--- config.mk ---
export PLATFORM = sky130hd
export DESIGN_NAME = spz_serial_port_zero_pins
export DESIGN_NICKNAME = d
export VERILOG_FILES = /design/src/rtl/spz_pkg.sv /design/src/rtl/spz_serial_port_zero_pins.sv
export SDC_FILE = /design/constraint.sdc
export NUM_CORES = 1
export LEC_CHECK = 0
export ABC_AREA = 1
export BUFFER_PORTS_ARGS = -buffer_cell sky130_fd_sc_hd__buf_2
export CAP_MARGIN = 40
export CORE_UTILIZATION = 54
export CTS_CLUSTER_DIAMETER = 30
export CTS_CLUSTER_SIZE = 12
export DETAILED_ROUTE_END_ITERATION = 10
export PLACE_DENSITY = 0.75
export SETUP_SLACK_MARGIN = 0.2
export SYNTH_ARGS = -nofsm -noshare
export SYNTH_HDL_FRONTEND = slang
export SYNTH_SLANG_ARGS = --single-unit
export TNS_END_PERCENT = 1
--- constraint.sdc ---
create_clock -name clock -period 1.8 [get_ports clock]
set_input_delay 0 -clock clock [delete_from_list [all_inputs] [get_ports clock]]
set_output_delay 0 -clock clock [all_outputs]
set_load 0.05 [all_outputs]
--- src/rtl/spz_pkg.sv ---
// Purpose: Shared constants and types for the serial port zero pin block
// Assumes: 250 MHz core clock, 8-bit serial words
// Notes:   Pull-up bit positions follow the port E pull-up register
package spz_pkg;
  localparam int          DATA_W        = 8;
  localparam int          PUR_W         = 8;
  localparam int          PUR_MOSI_BIT  = 5;
  localparam int          PUR_MISO_BIT  = 6;
  localparam int          PUR_SS_BIT    = 7;
  localparam logic [7:0]  PUR_RESET     = 8'hFF;
  localparam int          PIN_N         = 3;
  localparam int          PIN_MOSI      = 0;
  localparam int          PIN_MISO      = 1;
  localparam int          PIN_SS        = 2;
  localparam logic        FUNC_SPI      = 1'b0;
  localparam logic        FUNC_GPIO     = 1'b1;
  localparam logic [2:0]  FUNC_RESET    = 3'h0;
  localparam logic [2:0]  ZERO3         = 3'h0;
  localparam int          CLK_PERIOD_NS = 4;
  localparam int          SCLK_HALF_NS  = 16;
  localparam int          HALF_CNT      = (SCLK_HALF_NS + CLK_PERIOD_NS - 1)
                                          / CLK_PERIOD_NS;
  localparam logic [2:0]  HALF_LAST     = 3'(HALF_CNT - 1);
  localparam logic [2:0]  CNT_ZERO      = 3'h0;
  localparam logic [2:0]  BIT_LAST      = 3'(DATA_W - 1);
  localparam logic [2:0]  BIT_ONE       = 3'h1;
  localparam logic [7:0]  DATA_ZERO     = 8'h00;

  typedef struct packed {
    logic out;
    logic oe;
  } spz_drive_t;

  localparam spz_drive_t DRIVE_OFF = '{out: 1'b0, oe: 1'b0};

  typedef enum logic [2:0] {
    ST_IDLE  = 3'b001,
    ST_SHIFT = 3'b010,
    ST_DONE  = 3'b100
  } spz_state_t;
endpackage

--- src/rtl/spz_serial_port_zero_pins.sv ---
// Purpose: Pin mux, direction control and bit engine of serial port zero
// Assumes: External pins are asynchronous; sclk sampled by core clock
// Notes:   Data launched on falling sclk, latched on rising sclk
`timescale 1ns/1ps

// Overview of operation
// - Data-out pin: master drives, slave receives
// - Master launches bit half period early
// - Data-in pin: master samples, selected slave drives
// - Unselected slave releases data-in pin
// - Slave launches first bit at select, later bits on falling clock
// - Slave transfers only while selected
// - Pins default to serial role after reset
// - Pull-ups from enable bits 5,6,7
// - Port function pins individually input/output
// - Clock pin output as master, input slave
module spz_serial_port_zero_pins (
  input  wire logic                    clock,            // Core clock
  input  wire logic                    reset_n,          // Async reset
  input  wire logic                    clk_en,           // Freeze when low
  input  wire logic                    master_mode,      // 1 = master
  input  wire logic                    func_write,       // Load pin function
  input  wire logic [2:0]              func_data,        // 1 = port function
  input  wire logic                    pur_write,        // Load pull-ups
  input  wire logic [7:0]              pur_data,         // Pull-up bits
  input  wire logic [2:0]              gpio_dir,         // 1 = output
  input  wire logic [2:0]              gpio_out,         // Port output value
  output logic      [2:0]              gpio_in,          // Port input value
  input  wire logic                    tx_start,         // Master start
  input  wire logic [7:0]              tx_data,          // Word to send
  output logic      [7:0]              rx_data,          // Received word
  output logic                         rx_valid,         // Word done pulse
  output logic                         busy,             // Transfer active
  input  wire logic                    port0_master_out_pin_i, // Pin in
  output spz_pkg::spz_drive_t          port0_master_out_pin_d, // Pin drive
  input  wire logic                    port0_master_in_pin_i,  // Pin in
  output spz_pkg::spz_drive_t          port0_master_in_pin_d,  // Pin drive
  input  wire logic                    port0_slave_select_i,   // Pin in
  output spz_pkg::spz_drive_t          port0_slave_select_d,   // Pin drive
  input  wire logic                    port0_serial_clock_i,   // Pin in
  output spz_pkg::spz_drive_t          port0_serial_clock_d,   // Pin drive
  output logic      [2:0]              pullup_on         // Pad pull-ups
);
  import spz_pkg::*;

  // ==========================================================
  // Input synchronisers
  logic [3:0]  sync1_reg;
  logic [3:0]  sync2_reg;
  logic        sclk_d_reg;
  logic        sel_d_reg;
  wire  [3:0]  pins_raw = {port0_serial_clock_i, port0_slave_select_i,
                           port0_master_in_pin_i, port0_master_out_pin_i};

  // Clock sits just above the three muxed pins
  wire mosi_s = sync2_reg[PIN_MOSI];
  wire miso_s = sync2_reg[PIN_MISO];
  wire sclk_s = sync2_reg[PIN_N];
  wire selected = !sync2_reg[PIN_SS];

  // Clock bit resets low, its idle level, so no false edge after reset
  always_ff @(posedge clock or negedge reset_n) begin
    if (!reset_n) begin
      sync1_reg  <= {1'b0, ~ZERO3};
      sync2_reg  <= {1'b0, ~ZERO3};
      sclk_d_reg <= 1'b0;
      sel_d_reg  <= 1'b0;
    end else if (clk_en) begin
      sync1_reg  <= pins_raw;
      sync2_reg  <= sync1_reg;
      sclk_d_reg <= sclk_s;
      sel_d_reg  <= selected;
    end
  end

  // ==========================================================
  // Pin function and pull-up registers
  logic [2:0]        func_reg;
  logic [PUR_W-1:0]  pur_reg;

  always_ff @(posedge clock or negedge reset_n) begin
    if (!reset_n)
      func_reg <= FUNC_RESET;
    else if (clk_en && func_write)
      func_reg <= func_data;
  end

  always_ff @(posedge clock or negedge reset_n) begin
    if (!reset_n)
      pur_reg <= PUR_RESET;
    else if (clk_en && pur_write)
      pur_reg <= pur_data;
  end

  always_ff @(posedge clock or negedge reset_n) begin
    if (!reset_n)
      pullup_on <= ~ZERO3;
    else if (clk_en)
      pullup_on <= {pur_reg[PUR_SS_BIT], pur_reg[PUR_MISO_BIT],
                    pur_reg[PUR_MOSI_BIT]};
  end

  wire spi_mosi = (func_reg[PIN_MOSI] == FUNC_SPI);
  wire spi_miso = (func_reg[PIN_MISO] == FUNC_SPI);
  wire spi_ss   = (func_reg[PIN_SS] == FUNC_SPI);
  wire slave_on = !master_mode && spi_ss && selected;

  // ==========================================================
  // Bit engine
  spz_state_t         state_reg;
  logic [2:0]         half_reg;
  logic [2:0]         bit_reg;
  logic [DATA_W-1:0]  shift_reg;
  logic               rx_bit_reg;
  logic               sclk_reg;

  wire half_tick = (half_reg == HALF_LAST);
  wire s_rise    = sclk_s && !sclk_d_reg;
  wire s_fall    = !sclk_s && sclk_d_reg;
  wire m_rise    = (state_reg == ST_SHIFT) && half_tick && !sclk_reg;
  wire m_fall    = (state_reg == ST_SHIFT) && half_tick && sclk_reg;

  always_ff @(posedge clock or negedge reset_n) begin
    if (!reset_n) begin
      state_reg  <= ST_IDLE;
      half_reg   <= CNT_ZERO;
      bit_reg    <= CNT_ZERO;
      shift_reg  <= DATA_ZERO;
      rx_bit_reg <= 1'b0;
      sclk_reg   <= 1'b0;
      rx_data    <= DATA_ZERO;
      rx_valid   <= 1'b0;
      busy       <= 1'b0;
    end else if (clk_en) begin
      rx_valid <= 1'b0;
      if (master_mode) begin
        case (state_reg)
          ST_IDLE: begin
            // first bit shows a half period early
            if (tx_start) begin
              shift_reg <= tx_data;
              bit_reg   <= CNT_ZERO;
              half_reg  <= CNT_ZERO;
              busy      <= 1'b1;
              state_reg <= ST_SHIFT;
            end
          end
          ST_SHIFT: begin
            half_reg <= half_tick ? CNT_ZERO : half_reg + BIT_ONE;
            if (half_tick)
              sclk_reg <= !sclk_reg;
            if (m_rise)
              rx_bit_reg <= miso_s;
            // next bit launched on falling edge
            if (m_fall) begin
              shift_reg <= {shift_reg[DATA_W-2:0], rx_bit_reg};
              bit_reg   <= bit_reg + BIT_ONE;
              if (bit_reg == BIT_LAST)
                state_reg <= ST_DONE;
            end
          end
          ST_DONE: begin
            rx_data   <= shift_reg;
            rx_valid  <= 1'b1;
            busy      <= 1'b0;
            state_reg <= ST_IDLE;
          end
          default: state_reg <= ST_IDLE;
        endcase
      end else begin
        state_reg <= ST_IDLE;
        sclk_reg  <= 1'b0;
        half_reg  <= CNT_ZERO;
        busy      <= slave_on;
        // slave loads first bit at select
        if (slave_on && !sel_d_reg) begin
          shift_reg <= tx_data;
          bit_reg   <= CNT_ZERO;
        end else if (slave_on) begin
          if (s_rise)
            rx_bit_reg <= mosi_s;
          if (s_fall) begin
            shift_reg <= {shift_reg[DATA_W-2:0], rx_bit_reg};
            bit_reg   <= bit_reg + BIT_ONE;
            if (bit_reg == BIT_LAST) begin
              rx_data  <= {shift_reg[DATA_W-2:0], rx_bit_reg};
              rx_valid <= 1'b1;
            end
          end
        end
      end
    end
  end

  // ==========================================================
  // Pin drivers, all registered
  always_ff @(posedge clock or negedge reset_n) begin
    if (!reset_n) begin
      port0_master_out_pin_d <= DRIVE_OFF;
      port0_master_in_pin_d  <= DRIVE_OFF;
      port0_slave_select_d   <= DRIVE_OFF;
      port0_serial_clock_d   <= DRIVE_OFF;
      gpio_in                <= ZERO3;
    end else if (clk_en) begin
      gpio_in <= sync2_reg[2:0];
      if (!spi_mosi)
        port0_master_out_pin_d <= '{out: gpio_out[PIN_MOSI],
                                    oe:  gpio_dir[PIN_MOSI]};
      else
        port0_master_out_pin_d <= '{out: shift_reg[DATA_W-1],
                                    oe:  master_mode};
      if (!spi_miso)
        port0_master_in_pin_d <= '{out: gpio_out[PIN_MISO],
                                   oe:  gpio_dir[PIN_MISO]};
      else
        port0_master_in_pin_d <= '{out: shift_reg[DATA_W-1],
                                   oe:  slave_on};
      if (!spi_ss)
        port0_slave_select_d <= '{out: gpio_out[PIN_SS],
                                  oe:  gpio_dir[PIN_SS]};
      else
        port0_slave_select_d <= DRIVE_OFF;
      port0_serial_clock_d <= '{out: sclk_reg, oe: master_mode};
    end
  end

  // ==========================================================
  // Checks
  a_mosi_master_drive: assert property (@(posedge clock) disable iff (!reset_n)
    clk_en && spi_mosi |=> port0_master_out_pin_d.oe == $past(master_mode))
    else $error("data-out enable does not follow mode");
  a_mosi_launch_early: assert property (@(posedge clock) disable iff (!reset_n)
    clk_en && m_rise |-> ##1 $stable(port0_master_out_pin_d.out))
    else $error("data-out changed at latch edge");
  a_miso_master_input: assert property (@(posedge clock) disable iff (!reset_n)
    clk_en && master_mode && spi_miso |=> !port0_master_in_pin_d.oe)
    else $error("master drives data-in pin");
  a_miso_unselected_off: assert property (@(posedge clock)
    disable iff (!reset_n)
    clk_en && spi_miso && !master_mode && !selected
    |=> !port0_master_in_pin_d.oe)
    else $error("unselected slave drives data-in");
  a_slave_launch_fall: assert property (@(posedge clock) disable iff (!reset_n)
    clk_en && $past(slave_on && sel_d_reg) && $changed(shift_reg)
    |-> $past(s_fall))
    else $error("slave shifted off falling edge");
  a_slave_ignore_idle: assert property (@(posedge clock) disable iff (!reset_n)
    clk_en && !master_mode && !slave_on |=> !rx_valid)
    else $error("word accepted while not selected");
  a_pullup_follow: assert property (@(posedge clock) disable iff (!reset_n)
    clk_en && pur_write ##1 clk_en |=> pullup_on ==
      {$past(pur_data[PUR_SS_BIT], 2), $past(pur_data[PUR_MISO_BIT], 2),
       $past(pur_data[PUR_MOSI_BIT], 2)})
    else $error("pull-up not from its enable bit");
  a_gpio_direction: assert property (@(posedge clock) disable iff (!reset_n)
    clk_en && !spi_miso
    |=> port0_master_in_pin_d.oe == $past(gpio_dir[PIN_MISO]))
    else $error("port function direction ignored");
  a_sclk_direction: assert property (@(posedge clock) disable iff (!reset_n)
    clk_en |=> port0_serial_clock_d.oe == $past(master_mode))
    else $error("clock pin direction wrong");
endmodule

==> results.cfg <==
[hold_path]
min_path_type = in2reg
worstHoldStart = tx_data[6]

[grt]
antenna_found_initial = 0
grt_pass1_vias = 2389
grt_pass1_wl_um = 10740
grt-ovfl-total = 0
grt_max_degree = 40
grt_use_total_pct = 25.86

[drt]
wl_per_cell_um = 12.83
drtIter0Drc = 134
drt-vias-per-instance = 5.120
vias = 2606
drc = 0
totalWireLength_um = 6532
ant_nets = 0
drt_first_pass_iters = 4

[worst_setup_path]
critical_path.startpoint = state_reg[0]$_DFFE_PN1P_
critPathCaptureType = flip-flop
cpPeakStageDelay_ns = 0.57
cp.arrival_ns = 1.74
crit_slowest_cell = dfstp_2
cp_cell_sequence = nor2_2 > nand3_1 > buf_4 > nor2_1 > nor2_1 > nand3_4 > nand2_1 > nand2_1
cp_top_family = simple AND/OR/NAND/NOR gates
r2r-start = state_reg[0]$_DFFE_PN1P_
critical_path_class = reg2reg
required_ns = 2.02
worstPathMaxFanout = 11
path_buf_inv = 1
startpoint_type = flip-flop

[logic_synthesis]
yosysSeqAreaShare_pct = 52.30
synth_commonest_cells = 142 x nand2_1, 46 x dfrtp_1, 28 x nor2_1
synth_most_common_cell = nand2_1
synth.distinct_cells = 26
netlist_top_cells_area = dfrtp_1 40%, nand2_1 19%, dfstp_2 12%, nand3_1 4.7%, o21ai_0 4.6%
async_flop_share_pct = 100.0
syn-num-nets = 393
yosysTopAreaCell = dfrtp_1
synthFlopType = dfrtp_1
ys_warn_count = 0
synth_area_um2 = 2854
ys_ff_latch = 59
avgSynthCellArea_um2 = 8.062
synth_top_cell_area_share_pct = 40.33
synth_edf_count = 0
syn_inst = 354

[finish]
antenna_cells = 0
nets = 473
postLayoutCellArea_um2 = 3638
finalNonFillerCells = 509
fillCellCount = 414
area_growth_pct = 27.49
drive_gt1_share_pct = 25.51

[floorplan]
rows = 26
io_pins = 60
start_util_pct = 55.88
die_h_um = 74.70
die_w_um = 74.70
dieArea_um2 = 5580
core_um2 = 5107

[cts]
clockRootBuffer = clkbuf_8
cts_tree = done
htreeDepth = 3
clk_pin_slew_ns = 0.07
clock_sinks = 59
insertion_delay_ns = 0.34
postCtsSetupBuffers = 0
numCtsBuffers = 9
ctsLongestPathBuffers = 2

[power_and_ir_drop]
ir_drop_mv = 0.7852
power_frac_comb_pct = 34.3
swShare_pct = 40.25
p_int_uw = 2902
pwr-share-clk_pct = 25.8
power_leakage_uw = 0.001915
share_seq_of_total_power_pct = 39.9
cellPowerDensity_nw_per_um2 = 1335
p_switching_uw = 1955

[timing]
holdWs_ns = 0.007716
finClkSkew_ns = 0.01037
rsz0062_at_grt = yes
tns_ns = 0
final.period_utilization_pct = 84.20
max_slew_margin_pct = 67.11
period_needed_ns = 1.516
fmax_mhz = 659.8
setup_viol = 0
maxSlewViolCount = 0
tightestPinTransition_ns = 0.4934
hold_violations = 0

[status]
outcome = finished clean

[placement]
dp.cells = 472
dp_hpwl_um = 4117
place_area_um2 = 3188
io_buffers = 54
place_congestion = 0.8190

[job]
cap_violations = 0
[layout by cell type (no fill, tap or decap)]
cell type | netlist | layout
nor2_2 | 3 | 3
a21oi_1 | 10 | 10
nand3b_1 | 1 | 1
clkinv_4 | 0 | 1
nand3_2 | 3 | 2
bufinv_16 | 0 | 1
nor2_4 | 1 | 3
dfrtp_1 | 46 | 46
nand3_1 | 27 | 27
buf_2 | 2 | 54
nor2_1 | 28 | 26
or2_1 | 1 | 1
clkbuf_8 | 0 | 11
dfstp_2 | 13 | 13
ha_1 | 3 | 3
nand3_4 | 0 | 1
inv_2 | 0 | 1
o21ai_0 | 26 | 26
buf_4 | 1 | 7
inv_1 | 23 | 22
a21oi_2 | 2 | 2
clkinvlp_4 | 0 | 3
nand2_2 | 3 | 2
nand2_4 | 0 | 1
mux2_2 | 4 | 4
mux2i_1 | 1 | 1
buf_12 | 0 | 1
nand2_1 | 142 | 142
or2_2 | 1 | 1
dlygate4sd3_1 | 0 | 21
o21bai_1 | 1 | 1
o21ai_2 | 1 | 1
[power by group through the flow]
stage	clock network [µW]	registers (µW)	logic, µW
after floorplan	0	2400	756
after global placement	0	1940	1550
after detailed placement	0	1950	1590
after CTS	1280	1930	1630
after global routing	1320	1980	1860
final	1250	1940	1670
[path summary, 6_finish.rpt]
kind | to | depth (start not counted) | slack [ns]
worst max-delay path | bit_reg[1]$_DFFE_PN0P_ | 8 | 0.28
worst min-delay path | shift_reg[6]$_DFFE_PN0P_ | 5 | 0.008
worst max register to register | bit_reg[1]$_DFFE_PN0P_ | 8 | 0.28
worst min register to register | pullup_on[0]$_DFFE_PN1P_ | 2 | 0.47
max in group asynchronous | sync1_reg[1]$_DFFE_PN1P_ | 3 | 1.01
min in group asynchronous | rx_data[4]$_DFFE_PN0P_ | 2 | 0.15
[worst reg2reg max path, cell delays in order (launching register included)]
cell	delay [ns]
dfstp_2	0.57
nor2_2	0.05
nand3_1	0.08
buf_4	0.13
nor2_1	0.05
nor2_1	0.18
nand3_4	0.18
nand2_1	0.11
nand2_1	0.05
[cells by family after synthesis]
family,after synthesis,share of synthesized area [%]
compound gates,40,7.497
fa+ha+maj,3,1.315
flops,59,52.30
buf+inv,37,6.401
simple gates,210,30.56
mux,5,1.929
[metrics by stage]
stage | worst slack (ns) | utilization [%] | total power [µW]
3_3_place_gp | 0.1662 | 62.42 | 3491
3_5_place_dp | 0.1048 | 62.42 | 3539
6_report | 0.2844 | 71.24 | 4857
2_1_floorplan | 0.4548 | - | 3161
4_1_cts | 0.2546 | 70.75 | 4840
5_1_grt | 0.1793 | 71.24 | 5171
[layout make-up]
class / instances / area (µm²) / area share, %
Timing Repair Buffer: 83 / 553.0 / 15.20
Multi-Input combinational cell: 258 / 1206 / 33.15
Tap cell: 70 / 87.58 / 2.407
Clock buffer: 11 / 151.4 / 4.161
Inverter: 23 / 86.33 / 2.373
Clock inverter: 5 / 61.31 / 1.685
Sequential cell: 59 / 1493 / 41.02
[routing by layer]
layer	share of wire [%]	vias to the layer above	global-route usage, %
li1	-	1286	-
met3	4.2	13	4.819
met1	44	1227	32.87
met2	50	80	43.24
met5	0	-	0
met4	2.1	0	11.53
[what timing repair did]
| action | 4_1_cts | 5_1_grt |
|---|---|---|
| gates resized for setup | 1 | 6 |
| endpoints found under the setup margin | 11 | 16 |
| pin swaps | 0 | 2 |
| endpoints found under the hold margin | 42 | 0 |
| hold buffers | 21 | 0 |
(Power assumes the default switching activity.)
